--- src/hw/scss_clock_map.vh ---
// Register offsets, field positions, mode codes and timing counts of the clock selector
`ifndef SCSS_CLOCK_MAP_VH
`define SCSS_CLOCK_MAP_VH

// Register offsets on the plain register port
`define SCSS_ADDR_W 2
`define SCSS_REG_CONFIG 2'h0
`define SCSS_REG_CONTROL 2'h1
`define SCSS_REG_STATUS 2'h2

// Configuration register layout
`define SCSS_CFG_MODE_HI 2
`define SCSS_CFG_MODE_LO 0
`define SCSS_CFG_POWERUP_BIT 3
`define SCSS_CFG_SPEED_BIT 7
`define SCSS_CFG_RESET 8'h0b

// Control register layout
`define SCSS_CTL_SLEEP_BIT 0

// Status register layout
`define SCSS_STS_STATE_HI 4
`define SCSS_STS_STATE_LO 0
`define SCSS_STS_MODE_HI 7
`define SCSS_STS_MODE_LO 5

// Clock source field codes, one per mode
`define SCSS_MODE_LOW_GAIN 3'h0
`define SCSS_MODE_MED_GAIN 3'h1
`define SCSS_MODE_HIGH_GAIN 3'h2
`define SCSS_MODE_EXT_CLOCK 3'h3
`define SCSS_MODE_ONCHIP_FREE 3'h4
`define SCSS_MODE_ONCHIP_DIV 3'h5
`define SCSS_MODE_RESCAP_PIN 3'h6
`define SCSS_MODE_RESCAP_DIV 3'h7

// Amplifier gain codes
`define SCSS_GAIN_OFF 2'h0
`define SCSS_GAIN_LOW 2'h1
`define SCSS_GAIN_MED 2'h2
`define SCSS_GAIN_HIGH 2'h3

// Start-up counts
`define SCSS_CNT_W 16
`define SCSS_STARTUP_EDGES 16'h0400
`define SCSS_INSTR_CLKS 16'h0004
`define SCSS_EXT_INSTR 16'h0002
`define SCSS_POWERUP_DEFAULT 16'h0400
`define SCSS_WARM_DEFAULT 16'h0028
`define SCSS_CNT_ONE 16'h0001
`define SCSS_CNT_ZERO 16'h0000

`endif

--- src/hw/scss_clock_select.v ---
// Clock source selection, pin release and start-up hold logic
`timescale 1ns/1ps
`include "scss_clock_map.vh"

//////////////////////////////////////////////////////////////////////////////
// Notes on behaviour
// Eight modes from three-bit source field
// External clock: pin clock, output pin free
// External clock mode skips the oscillation counter
// Fully static; stopped clock keeps state
// Crystal modes count 1024 input oscillations
// Execution held while start-up counting
// Source change waits source-dependent stabilisation
// Crystal modes drive low/medium/high gain
// Low gain mode is the watch crystal
// Resistor-capacitor divided mode drives clock by four
// Resistor-capacitor pin mode frees output pin
// On-chip divided: output by four, input free
// On-chip free mode releases both pins
// On-chip clock 4 MHz postscaled or 8 MHz
// One configuration bit picks on-chip speed
// Each mode owns one distinct field code
module scss_clock_select #(
	parameter [15:0] POWERUP_CYCLES = `SCSS_POWERUP_DEFAULT,
	parameter [15:0] WARM_CYCLES = `SCSS_WARM_DEFAULT
)(
	input wire mclk,
	input wire resetn,
	input wire [1:0] reg_addr,
	input wire [7:0] reg_wdata,
	input wire reg_wr,
	input wire reg_rd,
	output reg [7:0] reg_rdata,
	input wire clock_input_pin,
	input wire wake_pin,
	output reg exec_enable,
	output reg [1:0] amp_gain,
	output reg watch_crystal_sel,
	output reg onchip_osc_sel,
	output reg postscaler_bypass,
	output reg clock_input_pin_free,
	output reg clock_output_pin_free,
	output reg clock_output_pin_oe,
	output reg clock_output_pin_out,
	output reg sleeping
);

	//////////////////////////////////////////////////////////////////////////
	// States, one-hot
	localparam [4:0] ST_POWERUP = 5'h01; // Power-up delay timer running
	localparam [4:0] ST_STARTUP = 5'h02; // Counting crystal oscillations
	localparam [4:0] ST_WAIT = 5'h04; // Fixed stabilisation wait
	localparam [4:0] ST_RUN = 5'h08; // Execution allowed
	localparam [4:0] ST_SLEEP = 5'h10; // Halted until wake

	//////////////////////////////////////////////////////////////////////////
	// Storage
	reg [7:0] cfg; // Configuration word image
	reg [4:0] state; // Start-up sequencer state
	reg [15:0] cnt; // Shared delay counter
	reg [1:0] div; // Divide-by-4 of the system clock
	reg osc_s1; // Pin clock, first sync stage
	reg osc_s2; // Pin clock, second sync stage
	reg osc_prev; // Pin clock, edge history
	reg wake_s1; // Wake pin, first sync stage
	reg wake_s2; // Wake pin, second sync stage

	reg [4:0] next_state;
	reg [15:0] next_cnt;
	reg [7:0] next_rdata;

	wire [2:0] mode = cfg[`SCSS_CFG_MODE_HI:`SCSS_CFG_MODE_LO];
	wire [2:0] wr_mode = reg_wdata[`SCSS_CFG_MODE_HI:`SCSS_CFG_MODE_LO];
	wire cfg_wr = reg_wr && (reg_addr == `SCSS_REG_CONFIG);
	wire ctl_wr = reg_wr && (reg_addr == `SCSS_REG_CONTROL);
	wire sleep_req = ctl_wr && reg_wdata[`SCSS_CTL_SLEEP_BIT];
	wire osc_edge = osc_s2 && !osc_prev; // Rising edge of the pin clock

	// Mode whose delay applies: a new mode written now wins
	wire [2:0] dly_mode = cfg_wr ? wr_mode : mode;

	//////////////////////////////////////////////////////////////////////////
	// Mode decode
	wire is_crystal = (dly_mode == `SCSS_MODE_LOW_GAIN) ||
		(dly_mode == `SCSS_MODE_MED_GAIN) ||
		(dly_mode == `SCSS_MODE_HIGH_GAIN);
	wire is_onchip = (dly_mode == `SCSS_MODE_ONCHIP_FREE) ||
		(dly_mode == `SCSS_MODE_ONCHIP_DIV);

	// Fixed wait length: on-chip warm-up, else two instruction cycles
	// Product kept at full width, then cut on purpose to the counter width
	localparam [31:0] EXT_WAIT_FULL = `SCSS_EXT_INSTR * `SCSS_INSTR_CLKS;
	wire [15:0] ext_wait = EXT_WAIT_FULL[15:0];
	wire [15:0] wait_len = is_onchip ? WARM_CYCLES : ext_wait;

	// Crystal sources count pin edges; the rest wait a fixed time
	wire [4:0] delay_state = is_crystal ? ST_STARTUP : ST_WAIT;

	//////////////////////////////////////////////////////////////////////////
	// Two-flop synchronisers for the pin clock and wake pin
	// The pin clock is only sampled, so it must stay well below half of mclk
	always @(posedge mclk)
	begin
		if (!resetn)
		begin
			osc_s1 <= 1'b0;
			osc_s2 <= 1'b0;
			osc_prev <= 1'b0;
			wake_s1 <= 1'b0;
			wake_s2 <= 1'b0;
		end
		else
		begin
			osc_s1 <= clock_input_pin;
			osc_s2 <= osc_s1;
			osc_prev <= osc_s2; // Edge detect looks only at the second stage
			wake_s1 <= wake_pin;
			wake_s2 <= wake_s1;
		end
	end

	//////////////////////////////////////////////////////////////////////////
	// Configuration register
	// Static logic: if mclk stops everything here simply holds
	always @(posedge mclk)
	begin
		if (!resetn)
			cfg <= `SCSS_CFG_RESET;
		else if (cfg_wr)
			cfg <= reg_wdata;
	end

	//////////////////////////////////////////////////////////////////////////
	// Start-up sequencer, next state
	always @*
	begin
		next_state = state;
		next_cnt = cnt;
		case (state)
			ST_POWERUP:
			begin
				// Power-up delay first when enabled, then the source delay
				if (!cfg[`SCSS_CFG_POWERUP_BIT] || cnt >= POWERUP_CYCLES)
				begin
					next_state = delay_state;
					next_cnt = `SCSS_CNT_ZERO;
				end
				else
					next_cnt = cnt + `SCSS_CNT_ONE;
			end
			ST_STARTUP:
			begin
				// Count oscillations seen on the input pin
				if (cnt >= `SCSS_STARTUP_EDGES)
				begin
					next_state = ST_RUN;
					next_cnt = `SCSS_CNT_ZERO;
				end
				else if (osc_edge)
					next_cnt = cnt + `SCSS_CNT_ONE;
			end
			ST_WAIT:
			begin
				// Fixed stabilisation wait in system clocks
				if (cnt >= wait_len)
				begin
					next_state = ST_RUN;
					next_cnt = `SCSS_CNT_ZERO;
				end
				else
					next_cnt = cnt + `SCSS_CNT_ONE;
			end
			ST_RUN:
			begin
				// Software may put the device to sleep
				if (sleep_req)
					next_state = ST_SLEEP;
			end
			ST_SLEEP:
			begin
				// Wake restarts the source delay
				if (wake_s2)
				begin
					next_state = delay_state;
					next_cnt = `SCSS_CNT_ZERO;
				end
			end
			default:
			begin
				next_state = ST_POWERUP;
				next_cnt = `SCSS_CNT_ZERO;
			end
		endcase
		// A new source restarts the stabilisation delay
		// In power-up or sleep the word is only stored; the stored
		// mode's delay then runs when that state ends
		if (cfg_wr && wr_mode != mode && state != ST_POWERUP && state != ST_SLEEP)
		begin
			next_state = delay_state;
			next_cnt = `SCSS_CNT_ZERO;
		end
	end

	//////////////////////////////////////////////////////////////////////////
	// Start-up sequencer, registers
	always @(posedge mclk)
	begin
		if (!resetn)
		begin
			state <= ST_POWERUP;
			cnt <= `SCSS_CNT_ZERO;
		end
		else
		begin
			state <= next_state;
			cnt <= next_cnt;
		end
	end

	//////////////////////////////////////////////////////////////////////////
	// Divide-by-4 of the system clock for the output pin
	// Free-running, so a mode change never restarts the output phase
	always @(posedge mclk)
	begin
		if (!resetn)
			div <= 2'h0;
		else
			div <= div + 2'h1;
	end

	//////////////////////////////////////////////////////////////////////////
	// Execution hold: program counter frozen outside the run state
	// Taken from the next state so the hold ends on the edge that enters run
	always @(posedge mclk)
	begin
		if (!resetn)
		begin
			exec_enable <= 1'b0;
			sleeping <= 1'b0;
		end
		else
		begin
			exec_enable <= (next_state == ST_RUN);
			sleeping <= (next_state == ST_SLEEP);
		end
	end

	//////////////////////////////////////////////////////////////////////////
	// Source, gain and pin use per mode
	always @(posedge mclk)
	begin
		if (!resetn)
		begin
			amp_gain <= `SCSS_GAIN_OFF;
			watch_crystal_sel <= 1'b0;
			onchip_osc_sel <= 1'b0;
			postscaler_bypass <= 1'b0;
			clock_input_pin_free <= 1'b0;
			clock_output_pin_free <= 1'b0;
			clock_output_pin_oe <= 1'b0;
			clock_output_pin_out <= 1'b0;
		end
		else
		begin
			// Defaults: pin clock, amplifier off, pins owned by the oscillator
			amp_gain <= `SCSS_GAIN_OFF;
			watch_crystal_sel <= 1'b0;
			onchip_osc_sel <= 1'b0;
			postscaler_bypass <= cfg[`SCSS_CFG_SPEED_BIT];
			clock_input_pin_free <= 1'b0;
			clock_output_pin_free <= 1'b0;
			clock_output_pin_oe <= 1'b0;
			clock_output_pin_out <= 1'b0;
			case (mode)
				`SCSS_MODE_LOW_GAIN:
				begin
					// Watch crystal, weakest drive
					amp_gain <= `SCSS_GAIN_LOW;
					watch_crystal_sel <= 1'b1;
				end
				`SCSS_MODE_MED_GAIN:
					amp_gain <= `SCSS_GAIN_MED;
				`SCSS_MODE_HIGH_GAIN:
					amp_gain <= `SCSS_GAIN_HIGH;
				`SCSS_MODE_EXT_CLOCK:
					clock_output_pin_free <= 1'b1;
				`SCSS_MODE_RESCAP_PIN:
					clock_output_pin_free <= 1'b1;
				`SCSS_MODE_RESCAP_DIV:
				begin
					clock_output_pin_oe <= 1'b1;
					clock_output_pin_out <= div[1];
				end
				`SCSS_MODE_ONCHIP_DIV:
				begin
					onchip_osc_sel <= 1'b1;
					clock_input_pin_free <= 1'b1;
					clock_output_pin_oe <= 1'b1;
					clock_output_pin_out <= div[1];
				end
				`SCSS_MODE_ONCHIP_FREE:
				begin
					onchip_osc_sel <= 1'b1;
					clock_input_pin_free <= 1'b1;
					clock_output_pin_free <= 1'b1;
				end
				default:
					amp_gain <= `SCSS_GAIN_OFF;
			endcase
		end
	end

	//////////////////////////////////////////////////////////////////////////
	// Register read path, data valid the cycle after the strobe only
	always @*
	begin
		next_rdata = 8'h00;
		if (reg_rd)
		begin
			case (reg_addr)
				`SCSS_REG_CONFIG:
					next_rdata = cfg;
				`SCSS_REG_STATUS:
				begin
					next_rdata[`SCSS_STS_STATE_HI:`SCSS_STS_STATE_LO] = state;
					next_rdata[`SCSS_STS_MODE_HI:`SCSS_STS_MODE_LO] = mode;
				end
				default:
					next_rdata = 8'h00; // Control and unmapped read zero
			endcase
		end
	end

	// Read data register, zero outside the answer cycle
	always @(posedge mclk)
	begin
		if (!resetn)
			reg_rdata <= 8'h00;
		else
			reg_rdata <= next_rdata;
	end

endmodule

--- config.mk ---
export PLATFORM = sky130hd
export DESIGN_NAME = scss_clock_select
export DESIGN_NICKNAME = d
export VERILOG_FILES = /design/src/hw/scss_clock_select.v
export VERILOG_INCLUDE_DIRS = /design/src /design/src/hw
export SDC_FILE = /design/constraint.sdc
export NUM_CORES = 1
export LEC_CHECK = 0
export ABC_AREA = 1
export BUFFER_PORTS_ARGS = -buffer_cell sky130_fd_sc_hd__buf_2
export CAP_MARGIN = 5
export CORE_MARGIN = 8
export CORE_UTILIZATION = 35
export DETAILED_ROUTE_END_ITERATION = 16
export PLACE_DENSITY_LB_ADDON = 0.15
export SYNTH_ARGS = -nofsm -noshare
export SYNTH_HDL_FRONTEND = slang
export SYNTH_SLANG_ARGS = --single-unit
--- constraint.sdc ---
create_clock -name mclk -period 4.95 [get_ports mclk]
set_input_delay 0.7425 -clock mclk [delete_from_list [all_inputs] [get_ports mclk]]
set_output_delay 0.7425 -clock mclk [all_outputs]
set_load 0.03 [all_outputs]
# --- Yosys cells after proc, flatten, opt, wreduce, memory -nomap -nowiden ---
# Cells that the tools add are included.
word_totals:
  reg_bits: 54
  latchBits: 0
  ram_bits: 0
  romBits: 0
  input_bits: 16
  out_inout_bits: 19
  wordCells: 95
  memories: 0
op_classes:
  n_addsub: 2
  multipliers: 0
  div_mod_pow: 0
  magnitude_cmp: 2
  n_eq_ne: 25
  shift: 0
  mux: 22
  bitwise: 2
  n_reduce_logical: 23
ops:
  columns: ["cell", "n"]
  rows:
  - ["16-bit 2-to-1 mux", 5]
  - ["16-bit case mux with 5 select lines", 1]
  - ["5-bit 2-to-1 mux", 6]
  - ["5-bit case mux with 5 select lines", 1]
  - ["3-bit == test, second input constant", 6]
  - ["16-bit by 1-bit adder with 16-bit output, second input constant", 1]
  - ["16-bit by 11-bit greater-or-equal comparator with 1-bit output, second input constant", 1]
  - ["16-bit by 6-bit greater-or-equal comparator with 1-bit output", 1]
  - ["8-bit case mux with 2 select lines", 1]
  - ["5-bit by 4-bit == test with 1-bit output, second input constant", 2]
  - ["5-bit == test, second input constant", 2]
  - ["3-bit by 2-bit == test with 1-bit output, second input constant", 3]
  - ["1-bit logical AND", 7]
  - ["3-bit by 1-bit == test with 1-bit output, second input constant", 2]
  - ["3-bit zero test", 2]
  - ["3-bit 2-to-1 mux", 2]
  - ["6-bit 2-to-1 mux", 1]
  - ["2-bit case mux with 3 select lines", 1]
  - ["2-bit OR reduction", 3]
  - ["5-bit by 1-bit == test with 1-bit output, second input constant", 1]
  - ["5-bit by 2-bit == test with 1-bit output, second input constant", 1]
  - ["5-bit by 3-bit == test with 1-bit output, second input constant", 1]
  - ["5-bit by 1-bit inequality test with 1-bit output, second input constant", 1]
  - ["5-bit inequality test, second input constant", 1]
  - ["other kinds (14)", 23]

# --- Logic depth before layout (Yosys ltp) ---
# Gate-level depths: netlist of run 1.
depth:
  depth_word: 11
  mapped_depth: 16

# --- Worst setup path before layout of run 1 ---
# Ideal clock, no wire load.
synth_path:
  kind: "input to register"
  from: "input reg_addr[1]"
  to: "register cnt[10]"
  setup_ns: 0.064
  arrival_ns: 2.376
  required_ns: 4.886
  path_slack_ns: 2.511
  cell_stages: 15
  n_path_buf: 1
  path_cell_list: "nor2_4 -> nand2_4 -> buf_6 -> o21a_4 -> inv_1 -> nand2_1 -> ha_1 -> o21a_1 -> nor2_1 -> nand3_1 -> nand3_1 -> inv_2 -> nand2_2 -> nand2_4 -> nor2_1"
synth_between:
  elab_chain_len: 9
  elab_cells_between_ends: 14
  cone_classes: "order compare: 1; eq/ne: 2; mux: 4; reduce/logical: 7"
synth_rtl:
  columns: ["element", "line_no", "rtl"]
  rows:
  - ["from (decl)", "scss_clock_select.v:29", "input wire [1:0] reg_addr,"]
  - ["2-bit zero test *", null, null]
  - ["1-bit logical AND *", "scss_clock_select.v:74", "wire cfg_wr = reg_wr && (reg_addr == `SCSS_REG_CONFIG);"]
  - ["3-bit 2-to-1 mux", "scss_clock_select.v:80", "wire [2:0] dly_mode = cfg_wr ? wr_mode : mode;"]
  - ["3-bit == test (no line)", null, null]
  - ["1-bit logical OR", "scss_clock_select.v:87", "wire is_onchip = (dly_mode == `SCSS_MODE_ONCHIP_FREE) ||"]
  - ["6-bit 2-to-1 mux", "scss_clock_select.v:94", "wire [15:0] wait_len = is_onchip ? WARM_CYCLES : ext_wait;"]
  - ["16-bit by 6-bit greater-or-equal comparator with 1-bit output", "scss_clock_select.v:165", "if (cnt >= wait_len)"]
  - ["16-bit 2-to-1 mux", "scss_clock_select.v:165", null]
  - ["16-bit case mux with 5 select lines", "scss_clock_select.v:139", "case (state)"]
  - ["to (signal assigned)", "scss_clock_select.v:211", "cnt <= `SCSS_CNT_ZERO;"]
  - ["to (signal assigned)", "scss_clock_select.v:216", "cnt <= next_cnt;"]
  - ["to (decl)", "scss_clock_select.v:60", "reg [15:0] cnt;"]
# Mark *: on every way between the ends. The rest lies on a longest branch, timed or not.
# A chain may end at the register's enable or synchronous reset.

# --- Worst setup path in the final report of run 1 ---
layout_path:
  from: "input reg_addr[1]"
  to: "register cnt[7]"
# The elaborated chain is that of the path after synthesis.

==> impl_metrics.prom, run 1 <==
# TYPE chip_impl_metric gauge
chip_impl_info{name="run_status",value="completed"} 1
chip_impl_metric{name="finalCriticalPeriod",unit="ns"} 2.43
chip_impl_metric{name="finish.net_count",unit=""} 380
chip_impl_metric{name="timing.final.hold_violations",unit=""} 0
chip_impl_metric{name="drv_slew",unit=""} 0
chip_impl_metric{name="wirelength",unit="microns"} 4970
chip_impl_metric{name="antenna_left",unit=""} 0
chip_impl_info{name="layout.cells.most_common",value="sky130_fd_sc_hd__nand2_1"} 1
chip_impl_info{name="main_combinational_cell_family_by_area_after_synthesis",value="simple AND/OR/NAND/NOR gates"} 1
chip_impl_info{name="rsz0062_at_grt",value="no"} 1
chip_impl_metric{name="dp_hpwl",unit="microns"} 3810
chip_impl_metric{name="grt_start_max_net_pins",unit=""} 18
chip_impl_metric{name="cts.hold.buffers_added",unit=""} 0
chip_impl_info{name="worstSetupEndpoint",value="cnt[7]"} 1
chip_impl_metric{name="core_area",unit="sq um"} 6760
chip_impl_metric{name="drtIter0Drc",unit=""} 47
chip_impl_metric{name="worst_ep_arrival_time",unit="ns"} 2.68
chip_impl_metric{name="setup_tns",unit="ns"} 0
chip_impl_metric{name="groute.usage.overall",unit=""} 0.106
chip_impl_metric{name="cts_resized",unit=""} 0
chip_impl_metric{name="power_leakage",unit="nW"} 1.29
chip_impl_info{name="path_class",value="in2reg"} 1
chip_impl_metric{name="grt_antenna_before_repair",unit=""} 0
chip_impl_metric{name="port_buffers",unit=""} 34
chip_impl_info{name="cts_root_buf",value="sky130_fd_sc_hd__clkbuf_8"} 1
chip_impl_info{name="critPathLaunchType",value="input port"} 1
chip_impl_metric{name="cts_num_sinks",unit=""} 54
chip_impl_metric{name="first_pass_detailed_route_iteration_total",unit=""} 4
chip_impl_info{name="r2r-end",value="cnt[7]"} 1
chip_impl_metric{name="gpl.final_weighted_congestion",unit=""} 0.818
chip_impl_metric{name="maxCapViolations",unit=""} 0
chip_impl_metric{name="synth_sequential_area_ratio",unit=""} 0.447
chip_impl_metric{name="placementRows",unit=""} 30
chip_impl_metric{name="globalRouteOverflowTotal",unit=""} 0
chip_impl_metric{name="netlist-cell-type-count",unit=""} 36
chip_impl_metric{name="worstPathRequired",unit="ns"} 5.21
chip_impl_metric{name="mappedNetlistNets",unit=""} 347
chip_impl_metric{name="number_of_design_rule_violations_left_after_detail_routing",unit=""} 0
chip_impl_info{name="synth-main-ff-cell",value="sky130_fd_sc_hd__dfxtp_1"} 1
chip_impl_metric{name="die_y",unit="microns"} 99.2
chip_impl_info{name="cts_tree",value="done"} 1
chip_impl_metric{name="min_period_over_period",unit=""} 0.490
chip_impl_metric{name="cts_made_buffers",unit=""} 5
chip_impl_metric{name="drive_above_1_share",unit=""} 0.213
chip_impl_metric{name="cts_setup_buffers",unit=""} 0
chip_impl_metric{name="design.die.area",unit="sq um"} 9830
chip_impl_metric{name="cts-htree-levels",unit=""} 2
chip_impl_metric{name="via_per_inst",unit=""} 4.47
chip_impl_metric{name="synth_adder_area_share",unit=""} 0.0155
chip_impl_info{name="setup_crit_start",value="reg_addr[1]"} 1
chip_impl_metric{name="post_synth_and_or_nand_nor_area_fraction",unit=""} 0.353
chip_impl_info{name="worst_hold_path_type",value="reg2reg"} 1
chip_impl_metric{name="synth_compound_area_frac",unit=""} 0.0781
chip_impl_metric{name="yosys_synthesis_warning_count",unit=""} 0
chip_impl_metric{name="die_w",unit="microns"} 99.2
chip_impl_metric{name="grt_first_pass_wirelength",unit="microns"} 8360
chip_impl_metric{name="cell_count_of_the_worst_reg_to_reg_path",unit=""} 14
chip_impl_metric{name="wl_per_cell",unit="microns"} 11.3
chip_impl_metric{name="grt_pass1_vias",unit=""} 1864
chip_impl_metric{name="netlist_instances",unit=""} 328
chip_impl_info{name="timing.critical_path.to_type",value="flop"} 1
chip_impl_metric{name="synth.ff_latch_count",unit=""} 54
chip_impl_info{name="final_cell_mix",value="82 x sky130_fd_sc_hd__nand2_1, 54 x sky130_fd_sc_hd__dfxtp_1, 52 x sky130_fd_sc_hd__nor2_1"} 1
chip_impl_metric{name="worst_reg_to_reg_setup_slack",unit="ns"} 2.99
chip_impl_metric{name="detailroute.via_count",unit=""} 1971
chip_impl_metric{name="final_util",unit=""} 0.407
chip_impl_metric{name="slew_headroom",unit=""} 0.681
chip_impl_metric{name="mappedNetlistArea",unit="sq um"} 2420
chip_impl_metric{name="initial_core_util",unit=""} 0.358
chip_impl_metric{name="num_io_pins",unit=""} 35
chip_impl_metric{name="powerDensity",unit="nW/um^2"} 316
chip_impl_metric{name="areaGrowthSynthToFinish",unit="%"} 13.7
chip_impl_metric{name="clock_skew",unit="ns"} 0.0127
chip_impl_metric{name="max_clock_freq",unit="GHz"} 0.412
chip_impl_metric{name="worst_pin_slew",unit="ns"} 0.476
chip_impl_metric{name="insertedDiodeCount",unit=""} 0
chip_impl_metric{name="ctsLongestPathBuffers",unit=""} 2
chip_impl_metric{name="hold-worst-slack",unit="ns"} 0.423
chip_impl_metric{name="setup_viol",unit=""} 0
chip_impl_metric{name="max_vdd_drop",unit="V"} 0.000148
chip_impl_metric{name="synth_enable_flop_cells",unit=""} 0
chip_impl_info{name="worstReg2RegStart",value="cfg[1]"} 1
chip_impl_metric{name="path_max_fanout",unit=""} 12
chip_impl_metric{name="clkTransAtPathRegs",unit="ns"} 0.10
chip_impl_metric{name="yosys-mux-area-fraction",unit=""} 0
chip_impl_metric{name="clock_insertion_delay_worst_skew",unit="ns"} 0.31
chip_impl_metric{name="async_reset_ff_frac",unit=""} 0
chip_impl_metric{name="synthesized_area_divided_by_synthesized_cell_count",unit="sq um"} 7.38
chip_impl_metric{name="synthXorXnorAreaFrac",unit=""} 0.0145
## how the worst min path moves through the flow
| stage | from | to | depth (start not counted) |
|---|---|---|---|
| 2_1_floorplan | osc_s1 | osc_s2 | 2 |
| 3_3_place_gp | wake_s1 | wake_s2 | 2 |
| 3_5_place_dp | osc_s1 | osc_s2 | 2 |
| 4_1_cts | osc_s1 | osc_s2 | 2 |
| 5_1_grt | cnt[15] | cnt[15] | 2 |
| 6_report | osc_s1 | osc_s2 | 2 |
## power breakdown
| part | leakage [nW] | switching (mW) | total, mW | internal, mW |
|---|---|---|---|---|
| Clock | 0.0573 | 0.138 | 0.300 | 0.162 |
| Combinational | 0.789 | 0.0686 | 0.106 | 0.0370 |
| Sequential | 0.439 | 0.0127 | 0.463 | 0.450 |
| Total | 1.29 | 0.220 | 0.869 | 0.649 |
## synthesized netlist by cell type, drive strengths merged, types with 2 or more instances
master | instances | share of area
nand3b | 2 | 0.0062
o21ai | 14 | 0.032
ha | 3 | 0.016
nand4 | 5 | 0.016
nor2 | 62 | 0.11
or2 | 2 | 0.0052
xnor2 | 3 | 0.011
dfxtp | 54 | 0.45
nand3 | 20 | 0.046
buf | 5 | 0.017
nor3 | 4 | 0.014
a21oi | 13 | 0.032
clkbuf | 3 | 0.0047
inv | 44 | 0.069
o22ai | 2 | 0.0052
o21a | 2 | 0.0093
nand2 | 87 | 0.15
## per-stage QoR
step	std cells	setup WS (ns)	power, mW	cell area [sq um]
after floorplan	328	2.51	0.552	2420
after detailed placement	434	2.20	0.579	2640
after global routing	441	2.30	0.910	2750
after global placement	434	2.28	0.579	2640
after CTS	441	2.53	0.883	2750
final	441	2.52	0.869	2750
## kinds of logic after synthesis
family	Yosys count
AND/OR/NAND/NOR	183
flip-flops	54
buffers and inverters	53
AO/OA/AOI/OAI	31
XOR/XNOR	4
adder cells (fa/ha/maj)	3
## layout make-up
type                    instances  area, sq um
flip-flops and latches         54         1080
clock buffers                   6         82.6
well taps                      80          100
inverters                      45          171
fillers                       731         4010
clock inverters                 1         30.0
repair buffers                 34          170
multi-input cells             221         1120
## state kept, by name, indices dropped and copies added, names as in the netlist, 2 cells and up
name / count
cnt: 16
cfg: 8
reg_rdata: 8
state: 5
amp_gain: 2
div: 2
## worst max-delay path, stage by stage
cell and delay, ns:
sky130_fd_sc_hd__buf_2 0.12, sky130_fd_sc_hd__nor2_4 0.23, sky130_fd_sc_hd__nand2_4 0.15, sky130_fd_sc_hd__o21a_4 0.24, sky130_fd_sc_hd__inv_1 0.06, sky130_fd_sc_hd__nand2_1 0.06
sky130_fd_sc_hd__ha_1 0.27, sky130_fd_sc_hd__o21a_1 0.10, sky130_fd_sc_hd__nor2_1 0.12, sky130_fd_sc_hd__nand3_1 0.10, sky130_fd_sc_hd__nand3_1 0.16, sky130_fd_sc_hd__inv_2 0.05
sky130_fd_sc_hd__nand2_2 0.09, sky130_fd_sc_hd__nand2_4 0.08, sky130_fd_sc_hd__nor2_1 0.10
## layer usage
layer | routed length [microns] | share of wire | track usage
met5 | 0 | 0 | 0
met4 | 68 | 0.014 | 0.0524
met3 | 288 | 0.058 | 0.0321
met2 | 2190 | 0.44 | 0.171
met1 | 2430 | 0.49 | 0.125
(Power assumes the default switching activity.)
==> run 2, diff against run 1 <==
==> constraint.sdc (replaced) <==
create_clock -name mclk -period 2.3 [get_ports mclk]
set_input_delay 0.345 -clock mclk [delete_from_list [all_inputs] [get_ports mclk]]
set_output_delay 0.345 -clock mclk [all_outputs]
set_load 0.03 [all_outputs]
==> impl_metrics.prom, run 2 (synthesis results as in run 1) <==
# TYPE chip_impl_metric gauge
chip_impl_metric{name="wirelength",unit="microns"} 4970
chip_impl_metric{name="powerDensity",unit="nW/um^2"} 649
chip_impl_metric{name="finish.net_count",unit=""} 384
chip_impl_info{name="cts_root_buf",value="sky130_fd_sc_hd__clkbuf_8"} 1
chip_impl_metric{name="drv_slew",unit=""} 0
chip_impl_metric{name="clock_insertion_delay_worst_skew",unit="ns"} 0.31
chip_impl_metric{name="worstPathRequired",unit="ns"} 2.55
chip_impl_info{name="layout.cells.most_common",value="sky130_fd_sc_hd__nand2_1"} 1
chip_impl_info{name="run_status",value="completed"} 1
chip_impl_metric{name="path_max_fanout",unit=""} 7
chip_impl_info{name="critPathLaunchType",value="flop"} 1
chip_impl_metric{name="cts_resized",unit=""} 0
chip_impl_metric{name="largest_register_ffs",unit=""} 16
chip_impl_metric{name="globalRouteOverflowTotal",unit=""} 0
chip_impl_metric{name="cts_made_buffers",unit=""} 5
chip_impl_info{name="cts_tree",value="done"} 1
chip_impl_metric{name="grt_antenna_before_repair",unit=""} 0
chip_impl_metric{name="port_buffers",unit=""} 34
chip_impl_info{name="biggestRegsByFlops",value="cnt x16, cfg x8, reg_rdata x8"} 1
chip_impl_info{name="worst_hold_path_type",value="in2reg"} 1
chip_impl_metric{name="cts_num_sinks",unit=""} 54
chip_impl_metric{name="maxCapViolations",unit=""} 0
chip_impl_metric{name="wl_per_cell",unit="microns"} 11.1
chip_impl_metric{name="die_y",unit="microns"} 99.2
chip_impl_info{name="path_class",value="reg2reg"} 1
chip_impl_metric{name="insertedDiodeCount",unit=""} 0
chip_impl_metric{name="ctsLongestPathBuffers",unit=""} 2
chip_impl_metric{name="gpl.final_weighted_congestion",unit=""} 0.818
chip_impl_info{name="final_cell_mix",value="82 x sky130_fd_sc_hd__nand2_1, 54 x sky130_fd_sc_hd__dfxtp_1, 52 x sky130_fd_sc_hd__nor2_1"} 1
chip_impl_metric{name="groute.usage.overall",unit=""} 0.110
chip_impl_info{name="timing.critical_path.to_type",value="flop"} 1
chip_impl_metric{name="core_area",unit="sq um"} 6760
chip_impl_metric{name="num_io_pins",unit=""} 35
chip_impl_metric{name="first_pass_detailed_route_iteration_total",unit=""} 4
chip_impl_metric{name="slew_headroom",unit=""} 0.689
chip_impl_metric{name="drive_above_1_share",unit=""} 0.224
chip_impl_metric{name="worst_ep_arrival_time",unit="ns"} 2.15
chip_impl_metric{name="placementRows",unit=""} 30
chip_impl_metric{name="finalCriticalPeriod",unit="ns"} 1.90
chip_impl_info{name="largest_register",value="cnt"} 1
chip_impl_metric{name="drtIter0Drc",unit=""} 49
chip_impl_metric{name="design.die.area",unit="sq um"} 9830
chip_impl_metric{name="antenna_left",unit=""} 0
chip_impl_metric{name="die_w",unit="microns"} 99.2
chip_impl_metric{name="dp_hpwl",unit="microns"} 3860
chip_impl_metric{name="cts-htree-levels",unit=""} 2
chip_impl_metric{name="max_clock_freq",unit="GHz"} 0.526
chip_impl_metric{name="clkTransAtPathRegs",unit="ns"} 0.10
chip_impl_metric{name="grt_pass1_vias",unit=""} 2015
chip_impl_metric{name="hold-worst-slack",unit="ns"} 0.217
chip_impl_metric{name="setup_tns",unit="ns"} 0
chip_impl_metric{name="max_vdd_drop",unit="V"} 0.000241
chip_impl_metric{name="areaGrowthSynthToFinish",unit="%"} 14.4
chip_impl_info{name="rsz0062_at_grt",value="no"} 1
chip_impl_metric{name="number_of_design_rule_violations_left_after_detail_routing",unit=""} 0
chip_impl_metric{name="cts_setup_buffers",unit=""} 0
chip_impl_metric{name="detailroute.via_count",unit=""} 2027
chip_impl_metric{name="via_per_inst",unit=""} 4.54
chip_impl_metric{name="grt_start_max_net_pins",unit=""} 18
chip_impl_metric{name="cts.hold.buffers_added",unit=""} 0
chip_impl_metric{name="worst_reg_to_reg_setup_slack",unit="ns"} 0.40
chip_impl_metric{name="timing.final.hold_violations",unit=""} 0
chip_impl_metric{name="n_fill_cell",unit=""} 717
chip_impl_metric{name="worst_pin_slew",unit="ns"} 0.465
chip_impl_metric{name="min_period_over_period",unit=""} 0.827
chip_impl_metric{name="power_leakage",unit="nW"} 1.30
chip_impl_metric{name="clock_skew",unit="ns"} 0.0137
chip_impl_metric{name="setup_viol",unit=""} 0
chip_impl_metric{name="initial_core_util",unit=""} 0.358
chip_impl_metric{name="grt_first_pass_wirelength",unit="microns"} 8790
run 2: cell count changes in the layout (fill, tap and decap cells not counted):
cell / before / now
sky130_fd_sc_hd__buf_4: 0 / 4
sky130_fd_sc_hd__clkinvlp_4: 0 / 1
sky130_fd_sc_hd__inv_6: 0 / 1
sky130_fd_sc_hd__bufinv_16: 1 / 0
run 2: layer usage:
metal	global-route usage	wire [microns]	vias to the layer above
met5	0	0	-
met4	0.0349	65	0
met3	0.0377	302	6
met2	0.189	2290	33
met1	0.124	2320	904
li1	-	-	1084
run 2: per-stage QoR:
stage	power, mW	instance area, sq um	util	setup WS, ns	instances
2_1_floorplan	1.19	2420	-	0.258	328
3_3_place_gp	1.25	2670	0.395	0.203	438
3_5_place_dp	1.25	2670	0.395	0.121	438
4_1_cts	1.83	2770	0.410	0.382	446
5_1_grt	1.90	2770	0.410	0.166	446
6_report	1.80	2770	0.410	0.399	446
run 2: worst paths after layout:
kind	depth (start not counted)	endpoint	start
setup / recovery	14	cnt[6]	cfg[2]
hold / removal	3	wake_s1	wake_pin
setup reg to reg	14	cnt[6]	cfg[2]
hold reg to reg	2	osc_s2	osc_s1
run 2: report_power, final:
part / internal (mW) / switching (mW) / total (mW)
clock: 0.248 / 0.321 / 0.569
sequential: 0.969 / 0.0272 / 0.996
combinational: 0.0830 / 0.148 / 0.231
total: 1.30 / 0.496 / 1.80
run 2: layout make-up:
class                      instances  area, sq um  area share
multi-input combinational        221         1120       0.403
sequential                        54         1080       0.391
timing repair buffer              38          200      0.0723
inverter                          45          171      0.0619
tap                               80          100      0.0362
clock buffer                       6         82.6      0.0298
clock inverter                     2         16.3     0.00588
run 2: critical path, cell delays in order, from the launching register on:
cell	delay [ns]
sky130_fd_sc_hd__dfxtp_1	0.43
sky130_fd_sc_hd__inv_2	0.06
sky130_fd_sc_hd__nand2_1	0.08
sky130_fd_sc_hd__o21ai_2	0.06
sky130_fd_sc_hd__inv_2	0.08
sky130_fd_sc_hd__nand2_1	0.06
sky130_fd_sc_hd__ha_1	0.26
sky130_fd_sc_hd__o21a_1	0.10
sky130_fd_sc_hd__nor2_1	0.12
sky130_fd_sc_hd__nand3_1	0.10
sky130_fd_sc_hd__nand3_1	0.16
sky130_fd_sc_hd__inv_2	0.05
sky130_fd_sc_hd__nand2_2	0.09
sky130_fd_sc_hd__nand2_4	0.08
sky130_fd_sc_hd__nor2_1	0.11
==> run 3, diff against run 2 <==
==> constraint.sdc (replaced) <==
create_clock -name mclk -period 1.9 [get_ports mclk]
set_input_delay 0.285 -clock mclk [delete_from_list [all_inputs] [get_ports mclk]]
set_output_delay 0.285 -clock mclk [all_outputs]
set_load 0.03 [all_outputs]
==> impl_metrics.prom, run 3 (synthesis results as in run 1) <==
# TYPE chip_impl_metric gauge
chip_impl_info{name="run_status",value="completed"} 1
chip_impl_metric{name="placedInstanceArea",unit="sq um"} 2720
chip_impl_metric{name="dp_hpwl",unit="microns"} 3880
chip_impl_metric{name="antenna_left",unit=""} 0
chip_impl_metric{name="finalInstanceArea",unit="sq um"} 2830
chip_impl_metric{name="cts_num_sinks",unit=""} 54
chip_impl_metric{name="groute.usage.overall",unit=""} 0.107
chip_impl_metric{name="worst_slack",unit="ns"} 0.215
chip_impl_metric{name="cts.hold.buffers_added",unit=""} 0
chip_impl_metric{name="placementRows",unit=""} 30
chip_impl_metric{name="globalRouteOverflowTotal",unit=""} 0
chip_impl_info{name="worst_hold_path_type",value="in2reg"} 1
chip_impl_info{name="cts_root_buf",value="sky130_fd_sc_hd__clkbuf_8"} 1
chip_impl_info{name="min_from",value="wake_pin"} 1
chip_impl_metric{name="num_io_pins",unit=""} 35
chip_impl_metric{name="fin_cells",unit=""} 451
chip_impl_metric{name="grt_start_max_net_pins",unit=""} 18
chip_impl_info{name="largest_register",value="cnt"} 1
chip_impl_metric{name="core_area",unit="sq um"} 6760
chip_impl_metric{name="cell_count_of_the_worst_reg_to_reg_path",unit=""} 14
chip_impl_metric{name="first_pass_detailed_route_iteration_total",unit=""} 4
chip_impl_metric{name="number_of_design_rule_violations_left_after_detail_routing",unit=""} 0
chip_impl_metric{name="p_seq_frac",unit=""} 0.535
chip_impl_metric{name="timing.final.hold_violations",unit=""} 0
chip_impl_metric{name="power_leakage",unit="nW"} 1.32
chip_impl_metric{name="design.die.area",unit="sq um"} 9830
chip_impl_metric{name="worst_ep_arrival_time",unit="ns"} 1.93
chip_impl_info{name="hold_end",value="wake_s1"} 1
chip_impl_metric{name="clkTransAtPathRegs",unit="ns"} 0.09
chip_impl_metric{name="maxCapViolations",unit=""} 0
chip_impl_metric{name="via_per_inst",unit=""} 4.45
chip_impl_metric{name="die_w",unit="microns"} 99.2
chip_impl_info{name="biggestRegsByFlops",value="cnt x16, cfg x8, reg_rdata x8"} 1
chip_impl_info{name="cts_tree",value="done"} 1
chip_impl_metric{name="slew_headroom",unit=""} 0.702
chip_impl_metric{name="path_max_fanout",unit=""} 7
chip_impl_metric{name="cts_made_buffers",unit=""} 5
chip_impl_metric{name="wl_per_cell",unit="microns"} 11.0
chip_impl_metric{name="sw_frac_of_total",unit=""} 0.252
chip_impl_info{name="path_class",value="reg2reg"} 1
chip_impl_metric{name="insertedDiodeCount",unit=""} 0
chip_impl_metric{name="detailroute.via_count",unit=""} 2009
chip_impl_metric{name="powerDensity",unit="nW/um^2"} 792
chip_impl_metric{name="die_y",unit="microns"} 99.2
chip_impl_info{name="critPathLaunchType",value="flop"} 1
chip_impl_metric{name="max_clock_freq",unit="GHz"} 0.593
chip_impl_metric{name="grt_pass1_vias",unit=""} 1881
chip_impl_metric{name="dp_worst_setup_slack",unit="ns"} -0.106
chip_impl_metric{name="gpl.final_weighted_congestion",unit=""} 0.819
chip_impl_info{name="top_layer",value="met4"} 1
chip_impl_metric{name="placed_cells",unit=""} 443
chip_impl_metric{name="drtIter0Drc",unit=""} 76
chip_impl_metric{name="areaGrowthSynthToFinish",unit="%"} 17.1
chip_impl_metric{name="largest_register_ffs",unit=""} 16
chip_impl_metric{name="min_period_over_period",unit=""} 0.887
chip_impl_metric{name="n_fill_cell",unit=""} 749
chip_impl_metric{name="worst_pin_slew",unit="ns"} 0.446
chip_impl_metric{name="wl_met1",unit="microns"} 2390
chip_impl_metric{name="finish.net_count",unit=""} 389
chip_impl_info{name="layout.cells.most_common",value="sky130_fd_sc_hd__nand2_1"} 1
chip_impl_metric{name="grt_first_pass_wirelength",unit="microns"} 8670
chip_impl_info{name="r2r-end",value="cnt[3]"} 1
chip_impl_info{name="rsz0062_at_grt",value="no"} 1
chip_impl_metric{name="drive_above_1_share",unit=""} 0.243
chip_impl_metric{name="worstPathRequired",unit="ns"} 2.14
chip_impl_metric{name="clock_insertion_delay_worst_skew",unit="ns"} 0.30
chip_impl_metric{name="initial_core_util",unit=""} 0.358
chip_impl_info{name="timing.critical_path.to_type",value="flop"} 1
chip_impl_metric{name="power_frac_clock",unit=""} 0.331
chip_impl_metric{name="grt_antenna_before_repair",unit=""} 0
chip_impl_metric{name="cellInternalPower",unit="mW"} 1.68
chip_impl_info{name="final_cell_mix",value="82 x sky130_fd_sc_hd__nand2_1, 54 x sky130_fd_sc_hd__dfxtp_1, 51 x sky130_fd_sc_hd__nor2_1"} 1
chip_impl_metric{name="worst_reg_to_reg_setup_slack",unit="ns"} 0.21
chip_impl_metric{name="wl_met2",unit="microns"} 2190
chip_impl_metric{name="ctsLongestPathBuffers",unit=""} 2
chip_impl_metric{name="p_sw",unit="mW"} 0.566
chip_impl_info{name="worstReg2RegStart",value="cfg[2]"} 1
chip_impl_metric{name="met3_length",unit="microns"} 292
chip_impl_metric{name="clock_skew",unit="ns"} 0.0102
chip_impl_metric{name="drv_slew",unit=""} 0
chip_impl_metric{name="combinationalPowerShare",unit=""} 0.133
chip_impl_metric{name="setup_viol",unit=""} 0
chip_impl_metric{name="wirelength",unit="microns"} 4940
chip_impl_metric{name="cts-htree-levels",unit=""} 2
chip_impl_metric{name="port_buffers",unit=""} 34
chip_impl_metric{name="max_vdd_drop",unit="V"} 0.000289
chip_impl_metric{name="finalCriticalPeriod",unit="ns"} 1.69
chip_impl_metric{name="min_path_cells",unit=""} 3
==> run 3: area by class of cell <==
| class | instances | area (sq um) | area share |
|---|---|---|---|
| clock buffer | 6 | 72.6 | 0.0256 |
| clock inverter | 2 | 37.5 | 0.0132 |
| sequential | 54 | 1080 | 0.381 |
| tap | 80 | 100 | 0.0353 |
| multi-input combinational | 221 | 1130 | 0.400 |
| inverter | 45 | 171 | 0.0605 |
| timing repair buffer | 43 | 238 | 0.0839 |
==> run 3: worst max-delay path by stage <==
stage                     start     end  slack (ns)  cells past startpoint
floorplan           reg_addr[0]  cnt[0]       -0.06                     15
global placement    reg_addr[0]  cnt[2]       -0.08                     15
detailed placement  reg_addr[0]  cnt[7]       -0.11                     15
CTS                      cfg[2]  cnt[7]        0.19                     14
global route             cfg[2]  cnt[3]        0.02                     14
finish                   cfg[2]  cnt[3]        0.21                     14
==> run 3: per-layer routing <==
metal	GRT usage	up-vias
met4	0.0419	0
met2	0.174	33
met1	0.131	877
li1	-	1094
met3	0.0314	5
met5	0	-
==> run 3: power groups by stage <==
stage	clock [mW]	combinational, mW	sequential [mW]
after detailed placement	0	0.302	1.23
final	0.743	0.299	1.20
after CTS	0.792	0.304	1.20
after floorplan	0	0.202	1.24
after global routing	0.822	0.340	1.21
after global placement	0	0.302	1.23
==> run 3: worst max-delay path, stage by stage (launching register included) <==
cell and delay [ns]:
sky130_fd_sc_hd__dfxtp_1 0.35, sky130_fd_sc_hd__inv_2 0.05, sky130_fd_sc_hd__nand2_1 0.07, sky130_fd_sc_hd__o21ai_2 0.07, sky130_fd_sc_hd__inv_2 0.05, sky130_fd_sc_hd__nand2_1 0.05, sky130_fd_sc_hd__ha_1 0.26, sky130_fd_sc_hd__o21a_1 0.11
sky130_fd_sc_hd__nor2_2 0.11, sky130_fd_sc_hd__nand3_1 0.11, sky130_fd_sc_hd__nand3_2 0.11, sky130_fd_sc_hd__inv_2 0.05, sky130_fd_sc_hd__nand2_4 0.07, sky130_fd_sc_hd__nand2_4 0.07, sky130_fd_sc_hd__nor2_1 0.09
==> run 3: through the flow <==
step	TNS [ns]	power, mW	util	hold slack, ns
floorplan	-0.503	1.45	-	0.383
global placement	-0.741	1.53	0.403	0.402
detailed placement	-0.949	1.53	0.403	0.406
CTS	0	2.30	0.419	0.154
global route	0	2.37	0.419	0.161
finish	0	2.24	0.419	0.165
==> run 3: timing repair <==
action / in CTS / in global routing
gates resized for setup: 0 / 1
endpoints found under the setup margin: 0 / 5
buffers inserted: 0 / 0
